`config.mk`:
```
export PLATFORM = sky130hd
export DESIGN_NAME = configure_command_processor
export DESIGN_NICKNAME = d
export VERILOG_FILES = /design/src/rtl/cfg_cmd_pkg.sv /design/src/rtl/cfg_store_if.sv /design/src/rtl/cu_param_store.sv /design/src/rtl/configure_command_processor.sv
export SDC_FILE = /design/constraint.sdc
export NUM_CORES = 1
export LEC_CHECK = 0
export ABC_AREA = 1
export BUFFER_PORTS_ARGS = -buffer_cell sky130_fd_sc_hd__buf_2
export CAP_MARGIN = 20
export CORE_MARGIN = 3
export CORE_UTILIZATION = 50
export DETAILED_ROUTE_END_ITERATION = 8
export PLACE_DENSITY = 0.76
export SLEW_MARGIN = 0
export SYNTH_ARGS = -nofsm -noshare
export SYNTH_HDL_FRONTEND = slang
export SYNTH_SLANG_ARGS = --single-unit
```
`constraint.sdc`:
```
create_clock -name CLOCK -period 4.68 [get_ports CLOCK]
set_input_delay 0.234 -clock CLOCK [delete_from_list [all_inputs] [get_ports CLOCK]]
set_output_delay 0.234 -clock CLOCK [all_outputs]
set_load 0.02 [all_outputs]
```
`src/rtl/cfg_cmd_pkg.sv`:
```
// Constants and types shared by the configure command processor and its parameter store.
package cfg_cmd_pkg;

  // ****************************************************************
  // Register map (byte addresses on the Wishbone bus)
  // ****************************************************************
  localparam logic [7:0] REG_CTRL     = 8'h00;
  localparam logic [7:0] REG_CB_ADDR  = 8'h04;
  localparam logic [7:0] REG_STATUS   = 8'h08;
  localparam logic [7:0] REG_IRQ_STAT = 8'h0C;
  localparam logic [7:0] REG_IRQ_MASK = 8'h10;
  localparam logic [7:0] REG_CFG_IDX  = 8'h14;
  localparam logic [7:0] REG_CFG_DATA = 8'h18;

  localparam int CTRL_START_BIT  = 0;
  localparam int CTRL_CNA_SUSP   = 1;
  localparam int IRQ_CX_BIT      = 0;
  localparam int IRQ_CNA_BIT     = 1;
  localparam int IRQ_W           = 2;
  localparam int STAT_LINK_BIT   = 2;
  localparam int STAT_PHYW_BIT   = 3;
  localparam int STAT_PHYS_BIT   = 4;
  localparam int STAT_BAD_BIT    = 5;

  // ****************************************************************
  // Command block layout
  // ****************************************************************
  localparam logic [2:0]  CMD_CONFIGURE   = 3'h2;
  localparam int          CMD_LSB         = 16;
  localparam int          EOL_BIT         = 31;
  localparam int          SUSPEND_BIT     = 30;
  localparam int          INTR_BIT        = 29;
  localparam int          DONE_BIT        = 15;
  localparam int          OK_BIT          = 13;
  localparam logic [31:0] CFG_WORD_OFFSET = 32'h0000_0008;
  localparam logic [4:0]  CFG_MIN_BYTES   = 5'h08;
  localparam logic [4:0]  CFG_MAX_BYTES   = 5'h16;
  localparam logic [4:0]  CU_BYTES        = 5'h08;
  localparam logic [4:0]  PHY_BYTE        = 5'h08;
  localparam int          PHY_BIT         = 0;
  localparam logic [2:0]  RXDMA_BYTE      = 3'h4;
  localparam int          RXDMA_W         = 7;

  // Power-up values of the eight command-unit bytes, byte 0 in the low lane.
  localparam logic [63:0] CU_CFG_DEFAULT  = 64'h0032_0000_0000_0816;
  localparam logic [6:0]  RXDMA_DEFAULT   = 7'h00;

  typedef enum logic [1:0] {
    CU_IDLE      = 2'h0,
    CU_ACTIVE    = 2'h1,
    CU_SUSPENDED = 2'h2
  } cu_state_t;

  typedef enum logic [2:0] {
    ST_IDLE      = 3'h0,
    ST_FETCH_CMD = 3'h1,
    ST_FETCH_CFG = 3'h3,
    ST_SEND      = 3'h2,
    ST_WRITE_ST  = 3'h6,
    ST_FINISH    = 3'h7
  } seq_state_t;

endpackage : cfg_cmd_pkg

```
`src/rtl/cfg_store_if.sv`:
```
// Interface between the command sequencer and the command-unit parameter store.
`timescale 1ns/1ps
interface cfg_store_if;
  logic       we;
  logic [2:0] waddr;
  logic [7:0] wdata;
  logic [2:0] raddr;
  logic [7:0] rdata;

  modport owner (output we, output waddr, output wdata, output raddr, input rdata);
  modport store (input we, input waddr, input wdata, input raddr, output rdata);
endinterface : cfg_store_if

```
`src/rtl/cu_param_store.sv`:
```
// Eight-byte command-unit parameter store with reset defaults and a registered read port.
`timescale 1ns/1ps
module cu_param_store #(
  parameter logic [63:0] DEFAULTS = cfg_cmd_pkg::CU_CFG_DEFAULT
) (
  input  wire logic   clk,     // System clock.
  input  wire logic   arst_n,  // Asynchronous reset, active low.
  cfg_store_if.store  bus      // Write and read port.
);

  logic [7:0] mem_ff [8];
  logic [7:0] nxt_mem [8];
  logic [7:0] rdata_ff;
  logic [7:0] nxt_rdata;

  // Unwritten entries keep their values; the count is clamped to at least eight, so every configure block writes all eight entries.
  always_comb begin
    for (int i = 0; i < 8; i++) begin
      nxt_mem[i] = mem_ff[i];
    end
    if (bus.we) begin
      nxt_mem[bus.waddr] = bus.wdata;
    end
    nxt_rdata = mem_ff[bus.raddr];
  end

  genvar g;
  generate
    for (g = 0; g < 8; g++) begin : g_entry
      always_ff @(posedge clk or negedge arst_n) begin
        if (!arst_n) begin
          mem_ff[g] <= DEFAULTS[8*g +: 8];
        end else begin
          mem_ff[g] <= nxt_mem[g];
        end
      end
    end
  endgenerate

  always_ff @(posedge clk or negedge arst_n) begin
    if (!arst_n) begin
      rdata_ff <= 8'h00;
    end else begin
      rdata_ff <= nxt_rdata;
    end
  end

  assign bus.rdata = rdata_ff;

endmodule : cu_param_store

```
`src/rtl/configure_command_processor.sv`:
```
// Command-unit sequencer that executes configure command blocks fetched from host memory.
// What this block does
// - Command code 010b means load operating parameters.
// - Accept at most 22 bytes, ignore beyond.
// - First eight bytes go to own storage.
// - Later bytes stream to the execution unit.
// - Unsupplied parameters keep their default values; count is clamped to eight minimum, so bytes 0-7 always load.
// - First generation: block link until PHY bit written.
// - Later generations: block link until PHY bit one.
// - Byte 4 low bits give receive DMA limit.
// - Set completion bit 15 in status word.
// - End-of-list: go idle, always raise not-active.
// - Suspend bit: suspend, optional not-active event.
// - Interrupt bit raises command-executed event, else none.
`timescale 1ns/1ps
module configure_command_processor #(
  parameter bit LATER_GEN = 1'b1
) (
  input  wire logic        CLOCK,       // System clock, 125 MHz.
  input  wire logic        ARST_N,      // Asynchronous reset, active low.
  input  wire logic        WB_CYC_I,    // Wishbone cycle.
  input  wire logic        WB_STB_I,    // Wishbone strobe.
  input  wire logic        WB_WE_I,     // Wishbone write enable.
  input  wire logic [7:0]  WB_ADR_I,    // Wishbone byte address.
  input  wire logic [3:0]  WB_SEL_I,    // Wishbone byte selects.
  input  wire logic [31:0] WB_DAT_I,    // Wishbone write data.
  output logic      [31:0] WB_DAT_O,    // Wishbone read data.
  output logic             WB_ACK_O,    // Wishbone acknowledge.
  output logic             MEM_REQ,     // Host memory request, held until MEM_ACK.
  output logic             MEM_WE,      // Host memory write when high.
  output logic      [31:0] MEM_ADDR,    // Host memory byte address.
  output logic      [31:0] MEM_WDATA,   // Host memory write data.
  input  wire logic        MEM_ACK,     // Host memory acknowledge, one cycle.
  input  wire logic [31:0] MEM_RDATA,   // Host memory read data, valid with MEM_ACK.
  output logic             TX_VALID,    // Parameter byte for the execution unit valid.
  output logic      [7:0]  TX_DATA,     // Parameter byte for the execution unit.
  input  wire logic        TX_READY,    // Execution unit takes the byte.
  output logic      [6:0]  RX_DMA_MAX,  // Receive DMA maximum byte count.
  output logic             LINK_EN,     // Frame transmit and receive allowed.
  output logic      [1:0]  CU_STATE,    // Command unit state.
  output logic             IRQ          // Interrupt, high while an unmasked event is pending.
);

  // ****************************************************************
  // State
  // ****************************************************************
  cfg_cmd_pkg::seq_state_t st_ff, nxt_st;
  cfg_cmd_pkg::cu_state_t  cu_ff, nxt_cu;
  logic [31:0] cb_addr_ff, nxt_cb_addr;
  logic [31:0] cmd_ff, nxt_cmd;
  logic [31:0] word_ff, nxt_word;
  logic [4:0]  idx_ff, nxt_idx;
  logic [4:0]  cnt_ff, nxt_cnt;
  logic        bad_ff, nxt_bad;
  logic        req_ff, nxt_req;
  logic        we_ff, nxt_we;
  logic [31:0] addr_ff, nxt_addr;
  logic [31:0] wdata_ff, nxt_wdata;
  logic        txv_ff, nxt_txv;
  logic [7:0]  txd_ff, nxt_txd;
  logic [6:0]  rxmax_ff, nxt_rxmax;
  logic        phyw_ff, nxt_phyw;
  logic        phys_ff, nxt_phys;
  logic        link_ff, nxt_link;
  logic        cna_susp_ff, nxt_cna_susp;
  logic [cfg_cmd_pkg::IRQ_W-1:0] ist_ff, nxt_ist;
  logic [cfg_cmd_pkg::IRQ_W-1:0] imask_ff, nxt_imask;
  logic [cfg_cmd_pkg::IRQ_W-1:0] iset;
  logic        irq_ff, nxt_irq;
  logic [2:0]  cfg_idx_ff, nxt_cfg_idx;
  logic        ack_ff, nxt_ack;
  logic [31:0] rd_ff, nxt_rd;
  logic        start;
  logic        wb_req;
  logic [7:0]  cur_byte;
  logic [4:0]  idx_inc;

  cfg_store_if store_bus ();

  cu_param_store #(
    .DEFAULTS (cfg_cmd_pkg::CU_CFG_DEFAULT)
  ) u_store (
    .clk    (CLOCK),
    .arst_n (ARST_N),
    .bus    (store_bus.store)
  );

  // ****************************************************************
  // Register bus
  // ****************************************************************
  // Every access is acknowledged one cycle after the strobe; unmapped offsets read zero.
  assign wb_req = WB_CYC_I & WB_STB_I & ~ack_ff;
  assign start  = wb_req & WB_WE_I & WB_SEL_I[0] & (WB_ADR_I == cfg_cmd_pkg::REG_CTRL)
                  & WB_DAT_I[cfg_cmd_pkg::CTRL_START_BIT];

  always_comb begin
    nxt_ack      = wb_req;
    nxt_rd       = 32'h0000_0000;
    nxt_cb_addr  = cb_addr_ff;
    nxt_cna_susp = cna_susp_ff;
    nxt_imask    = imask_ff;
    nxt_cfg_idx  = cfg_idx_ff;
    nxt_ist      = ist_ff;
    if (wb_req && WB_WE_I) begin
      case (WB_ADR_I)
        cfg_cmd_pkg::REG_CTRL: begin
          if (WB_SEL_I[0]) begin
            nxt_cna_susp = WB_DAT_I[cfg_cmd_pkg::CTRL_CNA_SUSP];
          end
        end
        cfg_cmd_pkg::REG_CB_ADDR: begin
          for (int b = 0; b < 4; b++) begin
            if (WB_SEL_I[b]) begin
              nxt_cb_addr[8*b +: 8] = WB_DAT_I[8*b +: 8];
            end
          end
        end
        cfg_cmd_pkg::REG_IRQ_STAT: begin
          if (WB_SEL_I[0]) begin
            nxt_ist = ist_ff & ~WB_DAT_I[cfg_cmd_pkg::IRQ_W-1:0];
          end
        end
        cfg_cmd_pkg::REG_IRQ_MASK: begin
          if (WB_SEL_I[0]) begin
            nxt_imask = WB_DAT_I[cfg_cmd_pkg::IRQ_W-1:0];
          end
        end
        cfg_cmd_pkg::REG_CFG_IDX: begin
          if (WB_SEL_I[0]) begin
            nxt_cfg_idx = WB_DAT_I[2:0];
          end
        end
        default: begin
        end
      endcase
    end else if (wb_req) begin
      case (WB_ADR_I)
        cfg_cmd_pkg::REG_CTRL:     nxt_rd[cfg_cmd_pkg::CTRL_CNA_SUSP] = cna_susp_ff;
        cfg_cmd_pkg::REG_CB_ADDR:  nxt_rd = cb_addr_ff;
        cfg_cmd_pkg::REG_STATUS: begin
          nxt_rd[1:0]                        = cu_ff;
          nxt_rd[cfg_cmd_pkg::STAT_LINK_BIT] = link_ff;
          nxt_rd[cfg_cmd_pkg::STAT_PHYW_BIT] = phyw_ff;
          nxt_rd[cfg_cmd_pkg::STAT_PHYS_BIT] = phys_ff;
          nxt_rd[cfg_cmd_pkg::STAT_BAD_BIT]  = bad_ff;
        end
        cfg_cmd_pkg::REG_IRQ_STAT: nxt_rd[cfg_cmd_pkg::IRQ_W-1:0] = ist_ff;
        cfg_cmd_pkg::REG_IRQ_MASK: nxt_rd[cfg_cmd_pkg::IRQ_W-1:0] = imask_ff;
        cfg_cmd_pkg::REG_CFG_IDX:  nxt_rd[2:0] = cfg_idx_ff;
        cfg_cmd_pkg::REG_CFG_DATA: nxt_rd[7:0] = store_bus.rdata;
        default:                   nxt_rd = 32'h0000_0000;
      endcase
    end
    // A new event wins over a clear written in the same cycle.
    nxt_ist = nxt_ist | iset;
    nxt_irq = |(nxt_ist & nxt_imask);
  end

  // ****************************************************************
  // Command sequencer
  // ****************************************************************
  assign cur_byte = word_ff[8*idx_ff[1:0] +: 8];
  assign idx_inc  = idx_ff + 5'h01;

  always_comb begin
    nxt_st    = st_ff;
    nxt_cu    = cu_ff;
    nxt_cmd   = cmd_ff;
    nxt_word  = word_ff;
    nxt_idx   = idx_ff;
    nxt_cnt   = cnt_ff;
    nxt_bad   = bad_ff;
    nxt_req   = req_ff;
    nxt_we    = we_ff;
    nxt_addr  = addr_ff;
    nxt_wdata = wdata_ff;
    nxt_txv   = txv_ff;
    nxt_txd   = txd_ff;
    nxt_rxmax = rxmax_ff;
    nxt_phyw  = phyw_ff;
    nxt_phys  = phys_ff;
    iset      = '0;
    store_bus.we    = 1'b0;
    store_bus.waddr = idx_ff[2:0];
    store_bus.wdata = cur_byte;
    store_bus.raddr = cfg_idx_ff;
    case (st_ff)
      cfg_cmd_pkg::ST_IDLE: begin
        // A start while the unit is busy is ignored.
        if (start) begin
          nxt_st   = cfg_cmd_pkg::ST_FETCH_CMD;
          nxt_cu   = cfg_cmd_pkg::CU_ACTIVE;
          nxt_req  = 1'b1;
          nxt_we   = 1'b0;
          nxt_addr = cb_addr_ff;
          nxt_idx  = 5'h00;
        end
      end
      cfg_cmd_pkg::ST_FETCH_CMD: begin
        if (MEM_ACK) begin
          nxt_cmd = MEM_RDATA;
          nxt_req = 1'b0;
          if (MEM_RDATA[cfg_cmd_pkg::CMD_LSB +: 3] == cfg_cmd_pkg::CMD_CONFIGURE) begin
            nxt_bad  = 1'b0;
            nxt_st   = cfg_cmd_pkg::ST_FETCH_CFG;
            nxt_req  = 1'b1;
            nxt_addr = cb_addr_ff + cfg_cmd_pkg::CFG_WORD_OFFSET;
          end else begin
            nxt_bad = 1'b1;
            nxt_st  = cfg_cmd_pkg::ST_WRITE_ST;
          end
        end
      end
      cfg_cmd_pkg::ST_FETCH_CFG: begin
        if (MEM_ACK) begin
          nxt_req  = 1'b0;
          nxt_word = MEM_RDATA;
          nxt_st   = cfg_cmd_pkg::ST_SEND;
          if (idx_ff == 5'h00) begin
            // Byte 0 carries the count; clamp it to the supported range.
            if (MEM_RDATA[5:0] > {1'b0, cfg_cmd_pkg::CFG_MAX_BYTES}) begin
              nxt_cnt = cfg_cmd_pkg::CFG_MAX_BYTES;
            end else if (MEM_RDATA[5:0] < {1'b0, cfg_cmd_pkg::CFG_MIN_BYTES}) begin
              nxt_cnt = cfg_cmd_pkg::CFG_MIN_BYTES;
            end else begin
              nxt_cnt = MEM_RDATA[4:0];
            end
          end
        end
      end
      cfg_cmd_pkg::ST_SEND: begin
        if (txv_ff) begin
          if (TX_READY) begin
            nxt_txv = 1'b0;
            nxt_idx = idx_inc;
            if (idx_ff[1:0] == 2'h3 && idx_inc < cnt_ff) begin
              nxt_st   = cfg_cmd_pkg::ST_FETCH_CFG;
              nxt_req  = 1'b1;
              nxt_addr = addr_ff + 32'h0000_0004;
            end
          end
        end else if (idx_ff >= cnt_ff) begin
          // Positions past the count are never read or forwarded. The status write is raised in
          // its own state, so its data carry the completion bits from the first cycle the request is seen.
          nxt_st    = cfg_cmd_pkg::ST_WRITE_ST;
        end else if (idx_ff < cfg_cmd_pkg::CU_BYTES) begin
          store_bus.we = 1'b1;
          if (idx_ff[2:0] == cfg_cmd_pkg::RXDMA_BYTE) begin
            nxt_rxmax = cur_byte[cfg_cmd_pkg::RXDMA_W-1:0];
          end
          nxt_idx = idx_inc;
          if (idx_ff[1:0] == 2'h3 && idx_inc < cnt_ff) begin
            nxt_st   = cfg_cmd_pkg::ST_FETCH_CFG;
            nxt_req  = 1'b1;
            nxt_addr = addr_ff + 32'h0000_0004;
          end
        end else begin
          nxt_txv = 1'b1;
          nxt_txd = cur_byte;
          if (idx_ff == cfg_cmd_pkg::PHY_BYTE) begin
            nxt_phyw = 1'b1;
            nxt_phys = cur_byte[cfg_cmd_pkg::PHY_BIT];
          end
        end
      end
      cfg_cmd_pkg::ST_WRITE_ST: begin
        if (!req_ff) begin
          nxt_req   = 1'b1;
          nxt_we    = 1'b1;
          nxt_addr  = cb_addr_ff;
          nxt_wdata = cmd_ff;
        end
        nxt_wdata[cfg_cmd_pkg::DONE_BIT] = 1'b1;
        nxt_wdata[cfg_cmd_pkg::OK_BIT]   = ~bad_ff;
        if (req_ff && MEM_ACK) begin
          nxt_req = 1'b0;
          nxt_we  = 1'b0;
          nxt_st  = cfg_cmd_pkg::ST_FINISH;
        end
      end
      cfg_cmd_pkg::ST_FINISH: begin
        nxt_st = cfg_cmd_pkg::ST_IDLE;
        iset[cfg_cmd_pkg::IRQ_CX_BIT] = cmd_ff[cfg_cmd_pkg::INTR_BIT];
        if (cmd_ff[cfg_cmd_pkg::EOL_BIT]) begin
          nxt_cu = cfg_cmd_pkg::CU_IDLE;
          iset[cfg_cmd_pkg::IRQ_CNA_BIT] = 1'b1;
        end else if (cmd_ff[cfg_cmd_pkg::SUSPEND_BIT]) begin
          nxt_cu = cfg_cmd_pkg::CU_SUSPENDED;
          iset[cfg_cmd_pkg::IRQ_CNA_BIT] = cna_susp_ff;
        end else begin
          nxt_cu = cfg_cmd_pkg::CU_IDLE;
        end
      end
      default: begin
        nxt_st  = cfg_cmd_pkg::ST_IDLE;
        nxt_req = 1'b0;
        nxt_txv = 1'b0;
      end
    endcase
    nxt_link = LATER_GEN ? nxt_phys : nxt_phyw;
  end

  // ****************************************************************
  // Registers
  // ****************************************************************
  always_ff @(posedge CLOCK or negedge ARST_N) begin
    if (!ARST_N) begin
      st_ff       <= cfg_cmd_pkg::ST_IDLE;
      cu_ff       <= cfg_cmd_pkg::CU_IDLE;
      cb_addr_ff  <= 32'h0000_0000;
      cmd_ff      <= 32'h0000_0000;
      word_ff     <= 32'h0000_0000;
      idx_ff      <= 5'h00;
      cnt_ff      <= cfg_cmd_pkg::CFG_MIN_BYTES;
      bad_ff      <= 1'b0;
      req_ff      <= 1'b0;
      we_ff       <= 1'b0;
      addr_ff     <= 32'h0000_0000;
      wdata_ff    <= 32'h0000_0000;
      txv_ff      <= 1'b0;
      txd_ff      <= 8'h00;
      rxmax_ff    <= cfg_cmd_pkg::RXDMA_DEFAULT;
      phyw_ff     <= 1'b0;
      phys_ff     <= 1'b0;
      link_ff     <= 1'b0;
      cna_susp_ff <= 1'b0;
      ist_ff      <= '0;
      imask_ff    <= '0;
      irq_ff      <= 1'b0;
      cfg_idx_ff  <= 3'h0;
      ack_ff      <= 1'b0;
      rd_ff       <= 32'h0000_0000;
    end else begin
      st_ff       <= nxt_st;
      cu_ff       <= nxt_cu;
      cb_addr_ff  <= nxt_cb_addr;
      cmd_ff      <= nxt_cmd;
      word_ff     <= nxt_word;
      idx_ff      <= nxt_idx;
      cnt_ff      <= nxt_cnt;
      bad_ff      <= nxt_bad;
      req_ff      <= nxt_req;
      we_ff       <= nxt_we;
      addr_ff     <= nxt_addr;
      wdata_ff    <= nxt_wdata;
      txv_ff      <= nxt_txv;
      txd_ff      <= nxt_txd;
      rxmax_ff    <= nxt_rxmax;
      phyw_ff     <= nxt_phyw;
      phys_ff     <= nxt_phys;
      link_ff     <= nxt_link;
      cna_susp_ff <= nxt_cna_susp;
      ist_ff      <= nxt_ist;
      imask_ff    <= nxt_imask;
      irq_ff      <= nxt_irq;
      cfg_idx_ff  <= nxt_cfg_idx;
      ack_ff      <= nxt_ack;
      rd_ff       <= nxt_rd;
    end
  end

  assign WB_DAT_O   = rd_ff;
  assign WB_ACK_O   = ack_ff;
  assign MEM_REQ    = req_ff;
  assign MEM_WE     = we_ff;
  assign MEM_ADDR   = addr_ff;
  assign MEM_WDATA  = wdata_ff;
  assign TX_VALID   = txv_ff;
  assign TX_DATA    = txd_ff;
  assign RX_DMA_MAX = rxmax_ff;
  assign LINK_EN    = link_ff;
  assign CU_STATE   = cu_ff;
  assign IRQ        = irq_ff;

endmodule : configure_command_processor

```
* Word-level counts from Yosys, hierarchy flattened
Index checks and enable logic that the tools add are counted.
** Word-level totals
- Register bits :: 310
- Logic and storage cells :: 207
- Bits of input ports :: 83
** Cells by class
- Mux-type cells :: 81
- Reductions and logical operators :: 32
- Order comparisons :: 8
- Equal/unequal tests :: 26
- Shift operators :: 1
- Add/subtract/negate cells :: 3
- Bitwise operators :: 19
** Operators with widths (count)
- $mux 32 :: 11
- $pmux 32 s4 :: 1
- $bwmux 64 :: 1
- $mux 5 :: 7
- $add 32x3->32 const B :: 1
- $add 32x4->32 const B :: 1
- $shiftx 32x6->8 :: 1
- $mux 3 :: 10
- $bmux 8 s3 :: 1
- $demux 8 s3 :: 1
- $eq 8x5->1 const B :: 3
- $mux 1 :: 24
- $mux 24 :: 1
- $mux 8 :: 3
- $reduce_and 3->1 :: 8
- $mux 2 :: 10
- $eq 8x4->1 const B :: 2
- $pmux 3 s5 :: 1
- $reduce_and 5->1 :: 3
- $ne 2x2->1 const B :: 6
- $ne 3x3->1 const B :: 4
- $pmux 1 s6 :: 2
- $pmux 5 s2 :: 1
- $eq 3x2->1 const B :: 3
- 38 further kinds :: 64

* Depth between registers and ports, before layout
Gate-level depths: netlist of the first run.
- Word-level depth :: 8
- Mapped depth :: 18

* By module
From an unflattened synthesis of the first run, not the netlist that was laid out.
** Unflattened totals
- Cell total of the unflattened synthesis :: 1987
- Area total of the unflattened synthesis :: 15333.5 um^2
** By module, submodules not included
- configure_command_processor :: seq. area each 5906.9 um^2, instances 1, cells each 1540, area each 11935.2 um^2
- cu_param_store :: seq. area each 1810.5 um^2, instances 1, cells each 447, area each 3398.3 um^2

* Worst setup path after synthesis of the first run
OpenSTA, ideal clock, no wires.
- Path type :: register to register
- Start :: register idx_ff[1]
- End :: register addr_ff[11], in the netlist MEM_ADDR[11]
- Data required time :: 4615 ps
- Stages on the path, launching flop included :: 16
- Arrival :: 2446 ps
- Slack :: 2169 ps
- Path through :: dfrtp_1 inv_1 clkbuf_1 buf_1 ha_1 ha_1 nand2_1 inv_1 o21ai_0 nand3_1 nand2_1 nand3_1 nor2_1 buf_2 nand2_1 nand2_1
** Between the ends
- Longest elaborated chain between the ends :: 8
- Elaborated cells between the ends (all ways) :: 15
- Classes of those cells :: add/sub: 1; order compare: 3; eq/ne: 3; mux: 6; reduce/logical: 2
** RTL lines
- start, declared :: RTL line configure_command_processor.sv:52 : logic [4:0] idx_ff, nxt_idx;
- start signal, assigned :: RTL line configure_command_processor.sv:339 : idx_ff <= nxt_idx;
- $add 5x1->5 :: RTL line configure_command_processor.sv:163 : assign idx_inc = idx_ff + 5'h01;
- $lt 5x5->1 :: RTL line configure_command_processor.sv:236, configure_command_processor.sv:252
- $logic_and 1x1->1 :: RTL line configure_command_processor.sv:236, configure_command_processor.sv:252
- $mux 32 (4 in series)
- $pmux 32 s4
- end signal, assigned :: RTL line configure_command_processor.sv:344 : addr_ff <= nxt_addr;
- end, declared :: RTL line configure_command_processor.sv:57 : logic [31:0] addr_ff, nxt_addr;
Parallel ways exist; a longest one is shown, timed or not. The select of a mux whose other input is x is not followed.
A chain may end at the register's enable or synchronous reset.

* Worst setup path in the final report of the first run
- Start :: register idx_ff[0]
- End :: register addr_ff[17], in the netlist MEM_ADDR[17]
Same word-level chain as after synthesis.

==> reports/metrics.csv, run 1 <==
stage;metric;value;unit
global_route;grt_pass1_vias;13560;
critical_path;arrival;3.94;ns
routing;drc_errors;0;
power_and_ir_drop;power_leakage;9.07;nW
synth;syn-cell-area;14900;sq um
cts;cts_sinks;308;
routing;drt-met1-wl;18000;um
critical_path;cp_num_buf_inv;4;
routing;vias;13955;
routing;initialDrtViolationCount;1168;
timing;fin_tns_setup;0;ns
global_route;grt_antenna_before_repair;1;
critical_path;cpLargestDelayFamily;simple AND/OR/NAND/NOR gates;
synth;avgSynthCellArea;7.76;sq um
job;maxCapViolations;0;
power_and_ir_drop;irDropWorstVdd;0.474;mV
critical_path;crit_type;flip-flop to flip-flop;
critical_path;endpoint_kind;flip-flop;
cts;clk_pin_slew_worst_paths;0.06;ns
timing;setup_violations;0;
floorplanning;rows;62;
timing;rsz0062_at_grt;false;
placement;place_inst;2445;
critical_path;cp_max_fo;30;
synth;synth-seq-cells;308;
critical_path;cpMaxStageDelayCell;dfrtp_1;
final_layout;finalNonFillerCells;2567;
timing;tightest_slew;1.07;ns
routing;ant_nets;0;
floorplanning;die_h;178;um
critical_path;cpMostUsedCell;nand2_1;
final_layout;nNetsFinal;2256;
timing;hold_viol;0;
floorplanning;dieArea;31900;sq um
final_layout;synthToLayoutAreaGrowth;21.1;%
floorplanning;num_io_pins;202;
final_layout;drive_gt1_share;14.4;%
timing;min_period;3.55;ns
routing;routed_wl;43500;um
outcome;status;finished clean;
global_route;overflow;0;
global_route;grt_pass1_wl;69200;um
placement;io_buffers;201;
cts;cts_tree;done;
critical_path;start_kind;flip-flop;
synth;synth_edf_count;0;
synth;synth_cell_type_count;37;
cts;htree_levels;2;
routing;top_layer_used;met5;
critical_path;path_cells;inv_1, buf_4, ha_1, inv_1, nand2_1, nand2_1, nand3_1, a21oi_1, nand2_1, inv_1, nand2_1, nand2_1, nand2_1;
timing;clock_skew;0.0169;ns
synth;synthArstFlopShare;100;%
synth;syn_inst;1917;
floorplanning;core;29000;sq um
cts;clock_path_buffers;3;
synth;synthFlopType;dfrtp_1;
routing;routedWlPerCell;16.9;um
synth;seq_area_frac_synth;51.9;%
synth;synth_nets;2014;
timing;timing.fmax;0.282;GHz
final_layout;diodes;0;
floorplanning;die_w;178;um
placement;dp_hpwl;30900;um
routing;route.detailed.vias_per_inst;5.44;
min_path;holdCritPathClass;primary input to flip-flop;
synth;ys_warn_count;0;
cts;cts_resized;0;
critical_path;cp.required;5.07;ns
cts;cts_setup_buffers;0;
cts;numCtsBuffers;34;
cts;cts_root_buf;clkbuf_16;
timing;drv_slew;0;
critical_path;crit_path_max_incr_delay;0.78;ns
timing;slew_headroom;28.4;%
placement;place_congestion;0.912;
routing;wl_met2;20600;um
timing;fin_crit_sh;75.8;%
final_layout;fillers;2508;
cts;clk_latency;0.52;ns
floorplanning;start_util;51.3;%
global_route;grt_max_degree;106;
routing;drt_pass1_iterations;6;
global_route;grt_usage;27.2;%
routing;route.met3.wl;2670;um
power_and_ir_drop;power_density;507;nW/um^2
==> placed cells by master (no fill, tap or decap), drive strengths merged, types with 23 or more instances in the layout <==
master         n
nor3          30
nand4         23
nand3        105
clkbuf        51
a21oi         28
nand2        671
dfrtp        300
dlygate4sd3   61
nor2         190
o21ai        225
buf          213
inv          169
mux2          26
==> cell usage after synthesis, types with 2 or more instances <==
cell type	n	area share, %
a21oi_1	28	0.94
ha_1	14	1.2
o21bai_1	3	0.15
o211ai_1	7	0.35
a31oi_1	11	0.46
dfstp_2	8	1.4
nand2_1	669	17
nand3_1	105	3.5
nor4_1	2	0.084
o21ai_0	223	7.5
nor2_2	2	0.084
o21ai_1	2	0.067
o22ai_1	12	0.50
clkbuf_1	56	1.4
mux2_2	26	2.0
nand4_1	23	0.97
or2_2	7	0.29
nor2_1	187	4.7
dfrtp_1	300	50
nor3_1	29	0.98
xor2_1	4	0.24
buf_1	4	0.10
o31ai_1	2	0.10
nand2_2	2	0.084
buf_2	8	0.27
a32o_1	7	0.47
inv_1	166	4.2
==> flip-flops by register name, indices dropped and copies added (netlist names), 8 cells and up <==
name and count:
MEM_ADDR 32, word_ff 32, u_store.bus.rdata 8, TX_DATA 8, cb_addr_ff 32, u_store.mem_ff 64, cmd_ff 30, WB_DAT_O 32
MEM_WDATA 32
==> final cells by class <==
| class | instances | area, sq um | area share, % |
|---|---|---|---|
| inverter | 168 | 631 | 3.50 |
| timing repair buffer | 274 | 1740 | 9.67 |
| sequential | 308 | 7720 | 42.9 |
| clock buffer | 51 | 1030 | 5.70 |
| clock inverter | 9 | 141 | 0.785 |
| tap | 384 | 480 | 2.67 |
| multi-input combinational | 1373 | 6270 | 34.8 |
==> tightest hold or removal path, stage by stage <==
cell     delay [ns]
buf_2          0.11
nand2_1        0.06
o21ai_0        0.07
==> worst paths after layout <==
check	slack, ns	to	start	cells past startpoint
max	1.13	MEM_ADDR[17]	idx_ff[0]	13
min	0.009	cmd_ff[1]	MEM_RDATA[1]	3
max reg2reg	1.13	MEM_ADDR[17]	idx_ff[0]	13
min reg2reg	0.46	phyw_ff	phyw_ff	2
max in group asynchronous	3.07	WB_DAT_O[21]	ARST_N	3
min in group asynchronous	0.36	MEM_WDATA[25]	ARST_N	2
==> kinds of logic (layout without fill, tap and decap cells) <==
kind of cell	after synthesis	in the layout	share of synthesized area, %
multiplexers	26	26	1.97
flip-flops	308	308	51.9
XOR/XNOR	4	4	0.236
AND/OR/NAND/NOR	1029	1029	27.9
AO/OA/AOI/OAI	300	300	10.8
buffers and inverters	236	502	6.02
adder cells (fa/ha/maj)	14	14	1.18
==> routing by layer <==
layer / up-vias / global-route usage [%]
met3: 132 / 3.62
met1: 6626 / 35.2
li1: 6667 / -
met5: - / 0
met4: 2 / 14.1
met2: 528 / 44.6
==> repair_timing <==
item	CTS	global route
setup endpoints to repair	0	0
hold buffers	61	0
endpoints found under the hold margin	183	0
==> through the flow <==
step                      hold WS [ns]  area, sq um  utilization (%)  setup slack [ns]  total power (W)
final                          0.00878        18000             62.1              1.13          0.00912
after global routing            0.0244        18000             62.1             0.728          0.00967
after CTS                      0.00612        18000             62.0              1.15          0.00913
after detailed placement         0.327        16200             55.9              1.20          0.00631
after global placement           0.320        16200             55.9              1.35          0.00624
after floorplan                -0.0616        14900                -              2.17          0.00533
==> power by group <==
group,switching (W),total [W],internal [W],leakage [nW]
clock network,0.00108,0.00277,0.00169,0.573
registers,0.000431,0.00371,0.00328,4.08
logic,0.00187,0.00265,0.000782,4.43
(Power assumes the default switching activity.)
==> run 2, diff against run 1 <==
==> constraint.sdc (replaced) <==
create_clock -name CLOCK -period 3.5 [get_ports CLOCK]
set_input_delay 0.175 -clock CLOCK [delete_from_list [all_inputs] [get_ports CLOCK]]
set_output_delay 0.175 -clock CLOCK [all_outputs]
set_load 0.02 [all_outputs]
==> reports/metrics.csv, run 2 (same netlist as run 1, synthesis figures left out) <==
stage;metric;value;unit
critical_path;crit_type;flip-flop to flip-flop;
timing;tightest_slew;0.929;ns
critical_path;rr_startpoint;idx_ff[1];
final_layout;nNetsFinal;2263;
critical_path;endpoint_kind;flip-flop;
cts;cts_sinks;308;
critical_path;start_kind;flip-flop;
final_layout;largest_register_ffs;64;
cts;cts_resized;0;
floorplanning;core;29000;sq um
timing;hold_ws;0.0215;ns
placement;place_inst;2450;
timing;fin_tns_setup;0;ns
power_and_ir_drop;power_leakage;9.07;nW
critical_path;cp-startpoint;idx_ff[1];
routing;ant_nets;0;
critical_path;rrSetupSlack;0.59;ns
routing;routed_wl;44400;um
routing;vias;13987;
final_layout;synthToLayoutAreaGrowth;21.1;%
timing;clock_skew;0.0159;ns
critical_path;arrival;3.42;ns
cts;clk_pin_slew_worst_paths;0.06;ns
floorplanning;start_util;51.3;%
outcome;status;finished clean;
timing;setup_violations;0;
final_layout;top_register;u_store.mem_ff;
floorplanning;num_io_pins;202;
global_route;grt_pass1_wl;69600;um
final_layout;finalNonFillerCells;2576;
placement;io_buffers;201;
min_path;min_from;TX_READY;
global_route;grt_usage;27.4;%
timing;drv_slew;0;
cts;cts_setup_buffers;0;
placement;dp_hpwl;31200;um
routing;drc_errors;0;
timing;slew_headroom;38.0;%
routing;routedWlPerCell;17.2;um
min_path;holdPathStages;4;
floorplanning;rows;62;
timing;hold_viol;0;
timing;rsz0062_at_grt;false;
routing;initialDrtViolationCount;1268;
global_route;grt_max_degree;111;
global_route;grt_pass1_vias;13313;
floorplanning;dieArea;31900;sq um
critical_path;cp.required;4.01;ns
final_layout;fillers;2535;
cts;cts_root_buf;clkbuf_16;
power_and_ir_drop;report.power.total;0.0120;W
timing;timing.fmax;0.344;GHz
final_layout;final_cell_mix;669 x nand2_1, 300 x dfrtp_1, 223 x o21ai_0, 200 x buf_2, 186 x nor2_1;
min_path;holdCritPathClass;primary input to flip-flop;
job;maxCapViolations;0;
cts;htree_levels;1;
cts;clock_path_buffers;3;
critical_path;r2r_cells;15;
power_and_ir_drop;power_density;666;nW/um^2
cts;holdBufCountCts;67;
cts;cts_tree;done;
final_layout;fin_util;62.1;%
floorplanning;die_w;178;um
critical_path;critPathCapture;MEM_ADDR[7];
global_route;grt_antenna_before_repair;1;
floorplanning;die_h;178;um
placement;place_congestion;0.919;
critical_path;reg2reg_to;MEM_ADDR[7];
critical_path;cp_max_fo;30;
routing;route.detailed.vias_per_inst;5.43;
cts;numCtsBuffers;31;
power_and_ir_drop;irDropWorstVdd;0.510;mV
final_layout;drive_gt1_share;14.7;%
cts;clk_latency;0.58;ns
final_layout;final_common_cell;nand2_1;
timing;min_period;2.91;ns
global_route;overflow;0;
routing;drt_pass1_iterations;6;
timing;fin_crit_sh;83.1;%
==> run 2: changes by cell type in the layout (fill, tap and decap cells not counted), sizes merged <==
cell	change
diode	+1
dlygate4sd3	+6
bufinv	+1
buf	+4
clkbuf	-12
clkinv	+6
clkinvlp	+3
==> run 2: per-layer routing <==
metal	global-route usage, %	up-vias	share of wire [%]
met5	0	-	0
met4	12.6	0	5.1
met3	3.32	127	6.1
met2	45.9	545	48
met1	35.7	6627	41
li1	-	6688	-
==> run 2: through the flow <==
stage | setup slack, ns | cell area, sq um
global placement | 0.743 | 16300
detailed placement | 0.656 | 16300
global route | 0.320 | 18000
finish | 0.591 | 18000
floorplan | 0.989 | 14900
CTS | 0.631 | 18000
==> run 2: where the power goes <==
group | switching [W] | total [W] | internal [W]
Sequential | 0.000548 | 0.00493 | 0.00438
Clock | 0.00144 | 0.00348 | 0.00204
Combinational | 0.00253 | 0.00360 | 0.00107
==> run 2: worst min path at each step <==
stage | endpoint
floorplan | CU_STATE[0]
global placement | MEM_ADDR[18]
detailed placement | MEM_ADDR[24]
CTS | TX_VALID
global route | TX_VALID
finish | TX_VALID
==> run 2: area by class of cell <==
class | count | area (sq um) | share of cell area, %
sequential | 308 | 7720 | 42.9
multi-input combinational | 1373 | 6270 | 34.8
timing repair buffer | 284 | 1830 | 10.2
clock buffer | 39 | 856 | 4.75
inverter | 168 | 631 | 3.50
tap | 384 | 480 | 2.67
clock inverter | 19 | 224 | 1.24
antenna | 1 | 2.50 | 0.0139
==> run 2: critical path: stages (launching register included) <==
cell and delay [ns]:
dfrtp_1 0.46, inv_1 0.30, nor3_1 0.40, xor2_1 0.23
inv_1 0.06, ha_1 0.27, nand2_1 0.06, inv_1 0.04
o21ai_0 0.07, nand3_1 0.15, nand2_1 0.10, nand3_1 0.09
nor2_1 0.11, buf_4 0.32, nand2_1 0.10, nand2_1 0.08
